$ cat config.mk
export PLATFORM = sky130hd
export DESIGN_NAME = lphy_ctrl
export DESIGN_NICKNAME = d
export VERILOG_FILES = /design/src/hdl/lphy_pkg.sv /design/src/hdl/lphy_ctrl.sv
export VERILOG_INCLUDE_DIRS = /design/src /design/src/hdl
export SDC_FILE = /design/constraint.sdc
export NUM_CORES = 1
export LEC_CHECK = 0
export BUFFER_PORTS_ARGS = -buffer_cell sky130_fd_sc_hd__buf_2
export CAP_MARGIN = 20
export CORE_MARGIN = 1.5
export CORE_UTILIZATION = 45
export DETAILED_ROUTE_END_ITERATION = 8
export GPL_ROUTABILITY_DRIVEN = 0
export GPL_TIMING_DRIVEN = 0
export PLACE_DENSITY = 0.7
export SYNTH_ARGS = -nofsm -noshare
export SYNTH_HDL_FRONTEND = slang
export SYNTH_SLANG_ARGS = --single-unit
$ cat constraint.sdc
create_clock -name clk_sys -period 6.4 [get_ports clk_sys]
set_clock_uncertainty 0.2 [all_clocks]
set_input_delay 0.96 -clock clk_sys [delete_from_list [all_inputs] [get_ports clk_sys]]
set_output_delay 0.96 -clock clk_sys [all_outputs]
set_load 0.01 [all_outputs]
$ cat src/hdl/lphy_cfg.svh
// Offsets, field positions, reset values and timing counts of the bus phy control block.
`ifndef LPHY_CFG_SVH
`define LPHY_CFG_SVH

// ****************************************************************
// Register map
// ****************************************************************
`define LPHY_BASE_BLOCKING 16'h0200
`define LPHY_BASE_NONBLOCK 16'h0300
`define LPHY_CSR_OFFSET 8'h18
`define LPHY_CSR_RESET 8'h00

// ****************************************************************
// Field positions
// ****************************************************************
`define LPHY_BIT_IRQ_EN 7
`define LPHY_BIT_OT 6
`define LPHY_BIT_RX 5
`define LPHY_BIT_TX 4
`define LPHY_BIT_UVSD_DIS 3
`define LPHY_BIT_EN 2
`define LPHY_SLOPE_HI 1
`define LPHY_SLOPE_LO 0

// ****************************************************************
// Slope codes
// ****************************************************************
`define LPHY_SLOPE_NORM 2'h0
`define LPHY_SLOPE_SLOW 2'h1
`define LPHY_SLOPE_FAST 2'h2
`define LPHY_SLOPE_NORM2 2'h3

// ****************************************************************
// Timing
// ****************************************************************
`define LPHY_CLK_MHZ 100
`define LPHY_WAKE_FILTER_US 80
`define LPHY_WAKE_FILTER_CYC (`LPHY_WAKE_FILTER_US * `LPHY_CLK_MHZ)

`endif

$ cat src/hdl/lphy_pkg.sv
// Types shared by the bus phy control block.
package lphy_pkg;

	typedef enum logic [1:0] {
		LPHY_SLOPE_20K = 2'h0,
		LPHY_SLOPE_10K = 2'h1,
		LPHY_SLOPE_100K = 2'h2
	} lphy_slope_t;

	// Register bus request from the die-to-die target.
	typedef struct packed {
		logic rd;
		logic wr;
		logic [7:0] addr;
		logic [7:0] wdata;
	} lphy_req_t;

	// Analog status inputs.
	typedef struct packed {
		logic overtemp;
		logic undervolt;
		logic low_power;
	} lphy_ana_t;

	typedef enum logic [1:0] {
		LPHY_UV_RUN = 2'h0,
		LPHY_UV_WAIT_REC = 2'h1,
		LPHY_UV_HOLD = 2'h3,
		LPHY_UV_WAIT_RES = 2'h2
	} lphy_uv_t;

	typedef enum logic [1:0] {
		LPHY_WK_IDLE = 2'h0,
		LPHY_WK_DOM = 2'h1,
		LPHY_WK_LONG = 2'h3
	} lphy_wk_t;

endpackage

$ cat src/hdl/lphy_ctrl.sv
// Digital control and status logic of the single-wire bus physical layer.
`include "lphy_cfg.svh"

module lphy_ctrl import lphy_pkg::*; #(
	parameter int WAKE_FILTER_CYC = `LPHY_WAKE_FILTER_CYC
) (
	input wire logic clk_sys,
	input wire logic rst_b,
	input wire lphy_req_t req,
	output logic [7:0] rdata,
	output logic rvalid,
	input wire lphy_ana_t ana,
	input wire logic txd,
	input wire logic bus_rx,
	output logic drive_dom,
	output logic rxd,
	output logic [1:0] slope,
	output logic irq,
	output logic wake
);

	// ****************************************************************
	// State
	// ****************************************************************
	logic irq_en_q, irq_en_d;
	logic tx_dir_q, tx_dir_d;
	logic uvsd_dis_q, uvsd_dis_d;
	logic en_q, en_d;
	logic [1:0] slope_sel_q, slope_sel_d;
	logic ot_q, ot_d;
	logic ot_lock_q, ot_lock_d;
	logic irq_q, irq_d;
	logic [7:0] rdata_q, rdata_d;
	logic rvalid_q, rvalid_d;
	logic tx_q, tx_d;
	logic tx_hold_q, tx_hold_d;
	lphy_uv_t uv_q, uv_d;
	lphy_wk_t wk_q, wk_d;
	logic [31:0] wk_cnt_q, wk_cnt_d;
	logic wake_q, wake_d;
	logic drive_q, drive_d;
	logic rxd_q, rxd_d;
	logic [1:0] slope_q, slope_d;
	logic hit;
	logic [7:0] csr_view;
	logic tx_want;
	logic uv_block;

	// ****************************************************************
	// Register port
	// ****************************************************************
	// offset decode
	assign hit = (req.addr == `LPHY_CSR_OFFSET);

	always_comb begin
		csr_view = 8'h00;
		csr_view[`LPHY_BIT_IRQ_EN] = irq_en_q;
		csr_view[`LPHY_BIT_OT] = ot_q;
		csr_view[`LPHY_BIT_RX] = bus_rx;
		csr_view[`LPHY_BIT_TX] = tx_dir_q;
		csr_view[`LPHY_BIT_UVSD_DIS] = uvsd_dis_q;
		csr_view[`LPHY_BIT_EN] = en_q;
		csr_view[`LPHY_SLOPE_HI:`LPHY_SLOPE_LO] = slope_sel_q;
	end

	always_comb begin
		irq_en_d = irq_en_q;
		tx_dir_d = tx_dir_q;
		uvsd_dis_d = uvsd_dis_q;
		en_d = en_q;
		slope_sel_d = slope_sel_q;
		rdata_d = rdata_q;
		rvalid_d = 1'b0;
		if (req.wr && hit) begin
			irq_en_d = req.wdata[`LPHY_BIT_IRQ_EN];
			tx_dir_d = req.wdata[`LPHY_BIT_TX];
			uvsd_dis_d = req.wdata[`LPHY_BIT_UVSD_DIS];
			en_d = req.wdata[`LPHY_BIT_EN];
			slope_sel_d = req.wdata[`LPHY_SLOPE_HI:`LPHY_SLOPE_LO];
		end
		if (req.rd) begin
			rvalid_d = 1'b1;
			rdata_d = hit ? csr_view : 8'h00;
		end
	end

	// ****************************************************************
	// Overtemperature and interrupt
	// ****************************************************************
	always_comb begin
		ot_d = ana.overtemp;
		ot_lock_d = ot_lock_q;
		irq_d = irq_q;
		if (req.rd && hit) begin
			irq_d = 1'b0;
		end
		if (!ana.overtemp) begin
			ot_lock_d = 1'b0;
		end
		// raise on entry, set beats clear
		if (ana.overtemp && !ot_lock_q) begin
			ot_lock_d = 1'b1;
			if (irq_en_q) begin
				irq_d = 1'b1;
			end
		end
		if (!irq_en_q) begin
			irq_d = 1'b0;
		end
	end

	// ****************************************************************
	// Transmit path
	// ****************************************************************
	// direct bit ORed with path
	assign tx_want = !txd || tx_dir_q;

	// After overheating the driver stays off until transmit data is recessive.
	// A stuck dominant input therefore cannot restart a driver that just cooled down.
	always_comb begin
		tx_hold_d = tx_hold_q;
		if (ana.overtemp) begin
			tx_hold_d = 1'b1;
		end else if (txd) begin
			tx_hold_d = 1'b0;
		end
	end

	always_comb begin
		uv_d = uv_q;
		case (uv_q)
			LPHY_UV_RUN: begin
				if (ana.undervolt && !uvsd_dis_q) begin
					uv_d = tx_q ? LPHY_UV_WAIT_REC : LPHY_UV_HOLD;
				end
			end
			LPHY_UV_WAIT_REC: begin
				if (!tx_want) begin
					uv_d = LPHY_UV_HOLD;
				end
			end
			LPHY_UV_HOLD: begin
				if (!ana.undervolt || uvsd_dis_q) begin
					uv_d = tx_want ? LPHY_UV_WAIT_RES : LPHY_UV_RUN;
				end
			end
			LPHY_UV_WAIT_RES: begin
				if (!tx_want) begin
					uv_d = LPHY_UV_RUN;
				end
			end
			default: begin
				uv_d = LPHY_UV_RUN;
			end
		endcase
	end

	assign uv_block = (uv_q == LPHY_UV_HOLD) || (uv_q == LPHY_UV_WAIT_RES);

	always_comb begin
		tx_d = tx_want;
		if (uv_q == LPHY_UV_WAIT_REC) begin
			tx_d = tx_want;
		end
		if (!en_q || ana.low_power || tx_hold_q || ana.overtemp || uv_block) begin
			tx_d = 1'b0;
		end
		drive_d = tx_d;
		rxd_d = en_q ? bus_rx : 1'b1;
		case (slope_sel_q)
			`LPHY_SLOPE_SLOW: slope_d = LPHY_SLOPE_10K;
			`LPHY_SLOPE_FAST: slope_d = LPHY_SLOPE_100K;
			default: slope_d = LPHY_SLOPE_20K;
		endcase
	end

	// ****************************************************************
	// Wake-up detection
	// ****************************************************************
	// The counter runs only while the bus stays dominant in low power.
	always_comb begin
		wk_d = wk_q;
		wk_cnt_d = wk_cnt_q;
		wake_d = 1'b0;
		case (wk_q)
			LPHY_WK_IDLE: begin
				wk_cnt_d = 32'h0;
				if (ana.low_power && !bus_rx) begin
					wk_d = LPHY_WK_DOM;
				end
			end
			LPHY_WK_DOM: begin
				wk_cnt_d = wk_cnt_q + 32'h1;
				if (!ana.low_power || bus_rx) begin
					wk_d = LPHY_WK_IDLE;
				end else if (wk_cnt_q >= 32'(WAKE_FILTER_CYC)) begin
					wk_d = LPHY_WK_LONG;
				end
			end
			LPHY_WK_LONG: begin
				if (!ana.low_power) begin
					wk_d = LPHY_WK_IDLE;
				end else if (bus_rx) begin
					wake_d = 1'b1;
					wk_d = LPHY_WK_IDLE;
				end
			end
			default: begin
				wk_d = LPHY_WK_IDLE;
			end
		endcase
	end

	// ****************************************************************
	// Registers
	// ****************************************************************
	always_ff @(posedge clk_sys) begin
		if (!rst_b) begin
			irq_en_q <= 1'b0;
			tx_dir_q <= 1'b0;
			uvsd_dis_q <= 1'b0;
			en_q <= 1'b0;
			slope_sel_q <= 2'h0;
			ot_q <= 1'b0;
			ot_lock_q <= 1'b0;
			irq_q <= 1'b0;
			rdata_q <= `LPHY_CSR_RESET;
			rvalid_q <= 1'b0;
			tx_q <= 1'b0;
			tx_hold_q <= 1'b0;
			uv_q <= LPHY_UV_RUN;
			wk_q <= LPHY_WK_IDLE;
			wk_cnt_q <= 32'h0;
			wake_q <= 1'b0;
			drive_q <= 1'b0;
			rxd_q <= 1'b1;
			slope_q <= 2'h0;
		end else begin
			irq_en_q <= irq_en_d;
			tx_dir_q <= tx_dir_d;
			uvsd_dis_q <= uvsd_dis_d;
			en_q <= en_d;
			slope_sel_q <= slope_sel_d;
			ot_q <= ot_d;
			ot_lock_q <= ot_lock_d;
			irq_q <= irq_d;
			rdata_q <= rdata_d;
			rvalid_q <= rvalid_d;
			tx_q <= tx_d;
			tx_hold_q <= tx_hold_d;
			uv_q <= uv_d;
			wk_q <= wk_d;
			wk_cnt_q <= wk_cnt_d;
			wake_q <= wake_d;
			drive_q <= drive_d;
			rxd_q <= rxd_d;
			slope_q <= slope_d;
		end
	end

	assign rdata = rdata_q;
	assign rvalid = rvalid_q;
	assign drive_dom = drive_q;
	assign rxd = rxd_q;
	assign slope = slope_q;
	assign irq = irq_q;
	assign wake = wake_q;

endmodule // lphy_ctrl

== Word-level counts from Yosys, hierarchy flattened ==
Index checks and enable logic that the tools add are counted.

* Register bits: 60
* Input bits: 25
* Output and inout bits: 15
* Logic and storage cells: 92

* $add $sub $neg: 1
* Magnitude comparators: 1
* Eq/ne operators: 16
* Muxes and demuxes: 24
* Bitwise logic cells: 1
* Reduce and logical (&&, ||, !) cells: 31

{| class="wikitable"
|+ Operators by type and width
! cell !! count
|-
| 32-bit one-hot mux with 2 select lines || 1
|-
| 32-bit by 1-bit adder with 32-bit output (second input constant) || 1
|-
| 32-bit by 13-bit >= comparator with 1-bit output (second input constant) || 1
|-
| 2-bit two-way mux || 11
|-
| 2-bit != test (second input constant) || 5
|-
| 2-bit == test (second input constant) || 4
|-
| 8-bit by 5-bit == test with 1-bit output (second input constant) || 1
|-
| 1-bit logical OR || 8
|-
| 1-bit two-way mux || 8
|-
| 8-bit two-way mux || 1
|-
| 2-bit one-hot mux with 4 select lines || 1
|-
| 1-bit zero test || 7
|-
| 2-bit by 1-bit == test with 1-bit output (second input constant) || 3
|-
| 3-bit != test (second input constant) || 2
|-
| 2-bit one-hot mux with 3 select lines || 1
|-
| 3-bit AND reduction || 2
|-
| 2-bit nonzero test || 3
|-
| 1-bit logical AND || 5
|-
| 2-bit zero test || 2
|-
| 2-bit one-hot mux with 2 select lines || 1
|-
| 2-bit AND reduction || 2
|-
| 4-bit AND reduction || 1
|-
| 2-bit by 1-bit != test with 1-bit output (second input constant) || 1
|-
| 2-bit OR reduction || 1
|-
| 1-bit inverter || 1
|}

== Logic depth before layout (Yosys ltp) ==
Gate-level depths: netlist of the first run.

* Word-level depth: 6
* Mapped depth: 7
* Gate-level depth less buffers: 5

== Worst setup path before layout of the first run ==
No wires, ideal clock.

* Path kind: input -> register
* Start: in req[13] (netlist name)
* End: reg irq_q (netlist: irq)
* Setup time: 0.115 ns
* Arrival time: 1.990 ns
* Data required time: 6.085 ns
* Slack: 4.094 ns
* Stages on the path: 5
* Buffers on the path: 1
* Cells stage by stage: nor4b_1 -> and3_1 -> clkbuf_1 -> o22ai_1 -> and3_1

* Longest elaborated chain between the ends: 3

{| class="wikitable"
|+ RTL lines
! what !! RTL line !! text
|-
| start: declaration || lphy_ctrl.sv:9 || <nowiki>input wire lphy_req_t req,</nowiki>
|-
| 8-bit by 5-bit == test with 1-bit output (no source line) || n/a ||
|-
| 1-bit logical AND || lphy_ctrl.sv:94 || <nowiki>if (req.rd && hit) begin</nowiki>
|-
| 2-bit nonzero test (no source line) || n/a ||
|-
| end signal: assignment || lphy_ctrl.sv:246 || <nowiki>irq_q <= irq_d;</nowiki>
|-
| end: declaration || lphy_ctrl.sv:32 || <nowiki>logic irq_q, irq_d;</nowiki>
|}

Every way passes these cells.
A chain may end at the register's enable or synchronous reset.

== Final worst setup path of the first run ==
* Start: reg wk_cnt_q[0]
* End: reg wk_cnt_q[28]

* Longest elaborated chain between the ends: 2

{| class="wikitable"
|+ RTL lines
! what !! RTL line !! text
|-
| start: declaration || lphy_ctrl.sv:39 || <nowiki>logic [31:0] wk_cnt_q, wk_cnt_d;</nowiki>
|-
| start signal: assignment || lphy_ctrl.sv:253 || <nowiki>wk_cnt_q <= wk_cnt_d;</nowiki>
|-
| 32-bit by 1-bit adder with 32-bit output || lphy_ctrl.sv:193 || <nowiki>wk_cnt_d = wk_cnt_q + 32'h1;</nowiki>
|-
| 32-bit one-hot mux with 2 select lines || lphy_ctrl.sv:185 || <nowiki>case (wk_q)</nowiki>
|}

Every way passes these cells.

==> results of run 1 <==
[flip-flops by register name, indices dropped and copies added (netlist names)]
| register | flops |
|---|---|
| ot_q | 1 |
| irq_en_q | 1 |
| irq | 1 |
| drive_dom | 1 |
| en_q | 1 |
| wk_cnt_q | 32 |
| slope_sel_q | 2 |
| wk_q | 2 |
| rvalid | 1 |
| rdata | 8 |
| ot_lock_q | 1 |
| slope | 2 |
| tx_dir_q | 1 |
| tx_hold_q | 1 |
| rxd | 1 |
| wake | 1 |
| uvsd_dis_q | 1 |
| uv_q | 2 |
[cell type report]
| type | count | area [µm²] | share of cell area |
|---|---|---|---|
| timing repair buffer | 36 | 180 | 0.0577 |
| clock inverter | 4 | 47.5 | 0.0152 |
| sequential | 60 | 1200 | 0.385 |
| clock buffer | 12 | 155 | 0.0497 |
| inverter | 10 | 37.5 | 0.0120 |
| multi-input combinational | 214 | 1350 | 0.433 |
| buffer | 13 | 58.8 | 0.0188 |
| tap | 72 | 90.1 | 0.0288 |
[cells by family (layout without fill, tap and decap cells)]
kind of cell    count (synthesis)  count (layout)  share of synthesized area
simple gates                  136             136                      0.311
flops                          60              60                      0.453
xor+xnor                        9               9                     0.0297
fa+ha+maj                       2               2                    0.00944
mux                             8               8                     0.0302
compound gates                 59              59                      0.130
buf+inv                        23              75                     0.0364
[metal layers]
metal  up-vias  track usage  wire (µm)
li1       1169            -          -
met1      1084        0.258       2680
met2        46        0.304       2610
met3         9       0.0651        263
met4         0       0.0828         77
met5         -            0          0
[stage by stage]
step	hold slack, ns	instance area (µm²)	util
2_1_floorplan	0.222	2650	-
3_3_place_gp	0.243	2920	0.521
3_5_place_dp	0.252	2920	0.521
4_1_cts	0.277	3120	0.557
5_1_grt	0.302	3120	0.557
6_report	0.267	3120	0.557
[worst paths after layout]
kind	start	to	slack, ns	depth (start not counted)
setup / recovery	wk_cnt_q[0]	wk_cnt_q[28]	3.97	7
hold / removal	slope_sel_q[1]	slope[0]	0.27	1
setup reg to reg	wk_cnt_q[0]	wk_cnt_q[28]	3.97	7
hold reg to reg	slope_sel_q[1]	slope[0]	0.27	1
[placed cells by master (no fill, tap or decap), drive strengths merged, types with 7 or more instances in the layout]
cell type,synthesis,routed
xnor2,7,7
nor2b,27,27
nor2,15,15
nor3,9,9
inv,10,10
dfxtp,60,60
nor4,7,7
a21oi,29,29
buf,3,39
nand2,12,12
mux2i,8,8
o31ai,7,7
nand3,15,15
or4,13,13
o21ai,12,12
or3,11,11
clkbuf,10,22
nand4,7,7
[power groups by stage]
stage / registers, mW / logic (mW) / clock network [mW]
6_report: 0.379 / 0.0228 / 0.346
3_5_place_dp: 0.388 / 0.0231 / 0
3_3_place_gp: 0.387 / 0.0228 / 0
2_1_floorplan: 0.387 / 0.0120 / 0
4_1_cts: 0.379 / 0.0231 / 0.352
5_1_grt: 0.379 / 0.0255 / 0.371
==> impl_results.md, run 1 <==
- Antenna violations before repair: 0
- Synthesis-to-finish area growth: 17.8%
- CP startpoint kind: flop
- Netlist area before placement: 0.00265 mm²
- First-pass GRT wire length: just under 10000 µm
- IO Pins: 40
- Maxcap violations: 0
- Worst-path clk slew: 0.07 ns
- Max Slew Vio Count: 0
- Family with the most delay on the worst path: simple AND/OR/NAND/NOR gates
- Core region area: 0.00561 mm²
- # clock sinks: 60
- Ys async rst share: 0
- Worst Path Required: 6.41 ns
- Ys flop type: dfxtp_1
- Overflow after GRT: 0
- Hold Fails Final Rpt: 0
- Sw frac: 0.213
- Setup CP Type: reg2reg
- Synth Register Bits: 60
- Crit path DAT: approximately 2.4 ns
- Min Tclk post-route: 2.43 ns
- Synth area leaders: dfxtp_1, nor2b_1, a21oi_1, or4_1, mux2i_1
- Fill cell count: ~550
- Num rows: 27
- Worst skew pair latency: 0.34 ns
- Sequential Power Share: 0.507
- Final nets: 371
- Die extent in x: 79.7 µm
- Count of cell types in the netlist: 43
- Pre-Repair DR Iteration Count: 4
- ANT nets after route: 0
- I/O Buffers: 36
- Combinational Power Share: 0.030
- H-tree Lvls: 3
- Worst stage delay on the critical path: 0.44 ns
- Post-DP HPWL: 3910 µm
- Root buf cell: clkbuf_8
- Net count after synthesis: 324
- Initial drt markers: 184
- Post-synth EDFFs: 0
- CP max stage cell: or4_1
- P_int: 0.588 mW
- WL per Instance: 13.4 µm
- Max_slew headroom: 0.673
- Upper clock frequency limit: 0.412 GHz
- Worst slew pin tran: 0.490 ns
- Worst slack at placement: 3.77 ns
- Crit-path max FO: 10
- Commonest cells post-synth: dfxtp_1, a21oi_1, nor2b_1, nor2_1, nand3_1
- Synth area leader: dfxtp_1
- Cells after Synth: 297
- Clock share of power: 0.463
- TNS Setup: 0 ns
- Vias in the first global route: 2105
- Final worst-path cycle share: 0.379
- RSZ-0062 raised after global routing: no
- DR vias/cell: about 5.5
- Vias: 2308
- Buffers & Inverters on Critical Path: 2
- PD cells: 240 mW/mm²
- Tot GR Track Use: 0.199
- Leak Pwr: about 1.1 nW
- WL final: 5640 µm
- Synth warnings: 0
- PostCTS Resize Cnt: 0
- Syn avg cell area: 8.92 µm²
- Post-CTS setup buffer count: 0
- Critical path, cell by cell: ha_1 > nand2b_1 > or4_1 > clkbuf_1 > clkbuf_1 > o31ai_1 > a21oi_1
- Total CTS buffers: 9
- # hold bufs at CTS: 0
- Sw Pwr: 0.160 mW
- DP Cell Count: 405
- Post-layout total power: approximately 0.75 mW
- Yosys top cell area share: 0.453
- HP Class: reg2reg
- TritonCTS clock tree: done
- Die Ht: 79.7 µm
- Finished Layout Cells: 421
- Most frequent CP cell: clkbuf_1
- Residual DRC: 0
- Pin count of the biggest net entering global routing: 11
- Outcome: finished, final reports clean
- Most frequent cell after synthesis: dfxtp_1
- Clock Tree Buf Depth: 2
- Number of diodes: 0
- Initial Util: 0.473
- Share of cells above drive strength 1: 0.189
- Worst setup margin: slightly below 4 ns
- Crit end category: flop
- Die area: 0.00636 mm²
- Final setup violation count: 0
- VDD IR max: ~150 µV
- Seq/Total Area, Yosys: 0.453
No activity file was read; power rests on OpenSTA's default activity.
==> inputs of run 2 (changes only) <==
--- a/config.mk
+++ b/config.mk
@@ -6,6 +6,7 @@
 export SDC_FILE = /design/constraint.sdc
 export NUM_CORES = 1
 export LEC_CHECK = 0
+export ABC_AREA = 1
 export BUFFER_PORTS_ARGS = -buffer_cell sky130_fd_sc_hd__buf_2
 export CAP_MARGIN = 20
 export CORE_MARGIN = 1.5
@@ -13,7 +14,7 @@
 export DETAILED_ROUTE_END_ITERATION = 8
 export GPL_ROUTABILITY_DRIVEN = 0
 export GPL_TIMING_DRIVEN = 0
-export PLACE_DENSITY = 0.7
+export PLACE_DENSITY = 0.72
 export SYNTH_ARGS = -nofsm -noshare
 export SYNTH_HDL_FRONTEND = slang
 export SYNTH_SLANG_ARGS = --single-unit
==> constraint.sdc (replaced) <==
create_clock -name clk_sys -period 2.1 [get_ports clk_sys]
set_clock_uncertainty 0.2 [all_clocks]
set_input_delay 0.315 -clock clk_sys [delete_from_list [all_inputs] [get_ports clk_sys]]
set_output_delay 0.315 -clock clk_sys [all_outputs]
set_load 0.01 [all_outputs]
==> impl_results.md, run 2 <==
- Initial Util: 0.475
- Synthesis-to-finish area growth: 17.5%
- Synth Register Bits: 60
- # clock sinks: 60
- DP Cell Count: 534
- Net count after synthesis: 449
- Final nets: approximately 500
- CP startpoint kind: flop
- Hold Fails Final Rpt: 0
- Num rows: 28
- Root buf cell: clkbuf_8
- Residual DRC: 0
- PD cells: 645 mW/mm²
- DR vias/cell: ~5
- Die Ht: 83.0 µm
- RSZ-0062 raised after global routing: no
- Commonest non-fill, non-tap cell in the layout: nand2_1
- Synth warnings: 0
- Clock Tree Buf Depth: 2
- Crit-path max FO: 5
- Tot GR Track Use: 0.201
- First-pass GRT wire length: roughly 11000 µm
- HP Class: in2reg
- Max Slew Vio Count: 0
- Most frequent cell after synthesis: nand2_1
- Crit end category: flop
- WL per Instance: 11.8 µm
- Hold slack: 0.0151 ns
- H-tree Lvls: 3
- Ys flop type: dfxtp_1
- VDD IR max: 409 µV
- TritonCTS clock tree: done
- Vias in the first global route: ~2500
- Register area: between 0.001 and 0.0015 mm²
- Biggest register: wk_cnt_q
- Upper clock frequency limit: around 0.58 GHz
- ANT nets after route: 0
- Worst-path clk slew: roughly 0.080 ns
- Maxcap violations: 0
- Initial drt markers: 146
- I/O Buffers: 37
- Ys async rst share: 0
- Die area: approximately 0.007 mm²
- Most frequent cells in the layout: nand2_1, nor2_1, dfxtp_1
- Pin count of the biggest net entering global routing: 13
- Die extent in x: 83.0 µm
- Worst Path Required: 2.20 ns
- Pre-Repair DR Iteration Count: 4
- Post-DP HPWL: just under 5000 µm
- Final worst-path cycle share: 0.823
- Min Tclk post-route: approximately 1.7 ns
- Setup CP Type: reg2reg
- Post-synth EDFFs: 0
- Final setup violation count: 0
- Finished Layout Cells: roughly 560
- Max reg flops: 32
- Commonest cells post-synth: nand2_1, nor2_1, dfxtp_1, inv_1, nand3_1
- TNS Setup: 0 ns
- Syn avg cell area: 6.83 µm²
- IO Pins: 40
- Antenna violations before repair: 0
- Outcome: finished, final reports clean
- Post-layout total power: ~2.2 mW
- Cells after Synth: 422
- Total CTS buffers: 9
- Worst slew pin tran: 0.449 ns
- Overflow after GRT: 0
- Worst reg-to-reg setup slack: 0.37 ns
- WL final: around 6600 µm
- Synth area leaders: dfxtp_1, nand2_1, nor2_1, inv_1, nand3_1
- Crit path DAT: 1.83 ns
- Vias: 2781
- Footprint of the multi-input gates: 0.00140 mm²
- Core region area: 0.00606 mm²
- Count of cell types in the netlist: 35
- Worst skew pair latency: ~0.35 ns
- Yosys top cell area share: 0.417
- Leak Pwr: ~1.3 nW
- Number of diodes: 0
- Fill cell count: 590
- Netlist area before placement: 0.00288 mm²
- Seq/Total Area, Yosys: 0.417
- Share of cells above drive strength 1: 0.167
- Synth area leader: dfxtp_1
- PostCTS Resize Cnt: 0
- Max_slew headroom: 0.701
[run 2: layout make-up]
| class | count | area share |
|---|---|---|
| Clock inverter | 7 | 0.0152 |
| Clock buffer | 9 | 0.0366 |
| Timing Repair Buffer | 42 | 0.0695 |
| Sequential cell | 60 | 0.355 |
| Buffer | 9 | 0.0174 |
| Multi-Input combinational cell | 294 | 0.413 |
| Tap cell | 75 | 0.0277 |
| Inverter | 59 | 0.0654 |
[run 2: worst max-delay path, cell delays in order, from the launching register on]
cell and delay, ns:
dfxtp_1 0.40, ha_1 0.26, nand2_2 0.09, nor2_4 0.14, nand2_2 0.10, nor2_2 0.14
nand3b_1 0.14, nand2_1 0.08, nand2_1 0.05, nor2_1 0.08
[run 2: logic make-up after synthesis]
kind of cell	count (synthesis)	synth area share
simple gates	237	0.371
fa+ha+maj	2	0.00869
flops	60	0.417
compound gates	55	0.106
buf+inv	68	0.0973
[run 2: worst paths after layout]
path,from,endpoint,cells past startpoint
worst max-delay path,wk_cnt_q[0],wk_cnt_q[24],9
worst min-delay path,bus_rx,wk_q[0],2
worst max register to register,wk_cnt_q[0],wk_cnt_q[24],9
worst min register to register,slope_sel_q[0],slope[1],1
[run 2: power breakdown]
| part | leakage, nW | switching, mW | internal (mW) |
|---|---|---|---|
| combinational | 0.766 | 0.0523 | 0.0407 |
| clock | 0.0856 | 0.506 | 0.430 |
| sequential | 0.485 | 0.00643 | 1.15 |
| total | 1.34 | 0.564 | 1.62 |
[run 2: timing repair]
action,CTS,global route
setup buffers,0,0
hold buffers,5,0
endpoints found under the hold margin,6,0
[run 2: layer usage]
metal,global-route usage,part of all wire,wire [µm]
met5,0,0,0
met4,0.0939,0.026,170
met3,0.0557,0.054,353
met2,0.328,0.46,3050
met1,0.247,0.46,3000
[run 2: stage by stage]
step | util | area [µm²] | setup WS (ns)
5_1_grt | 0.558 | 3380 | 0.208
4_1_cts | 0.558 | 3380 | 0.373
3_5_place_dp | 0.521 | 3160 | 0.395
3_3_place_gp | 0.521 | 3160 | 0.410
6_report | 0.558 | 3380 | 0.371
2_1_floorplan | - | 2880 | 0.581
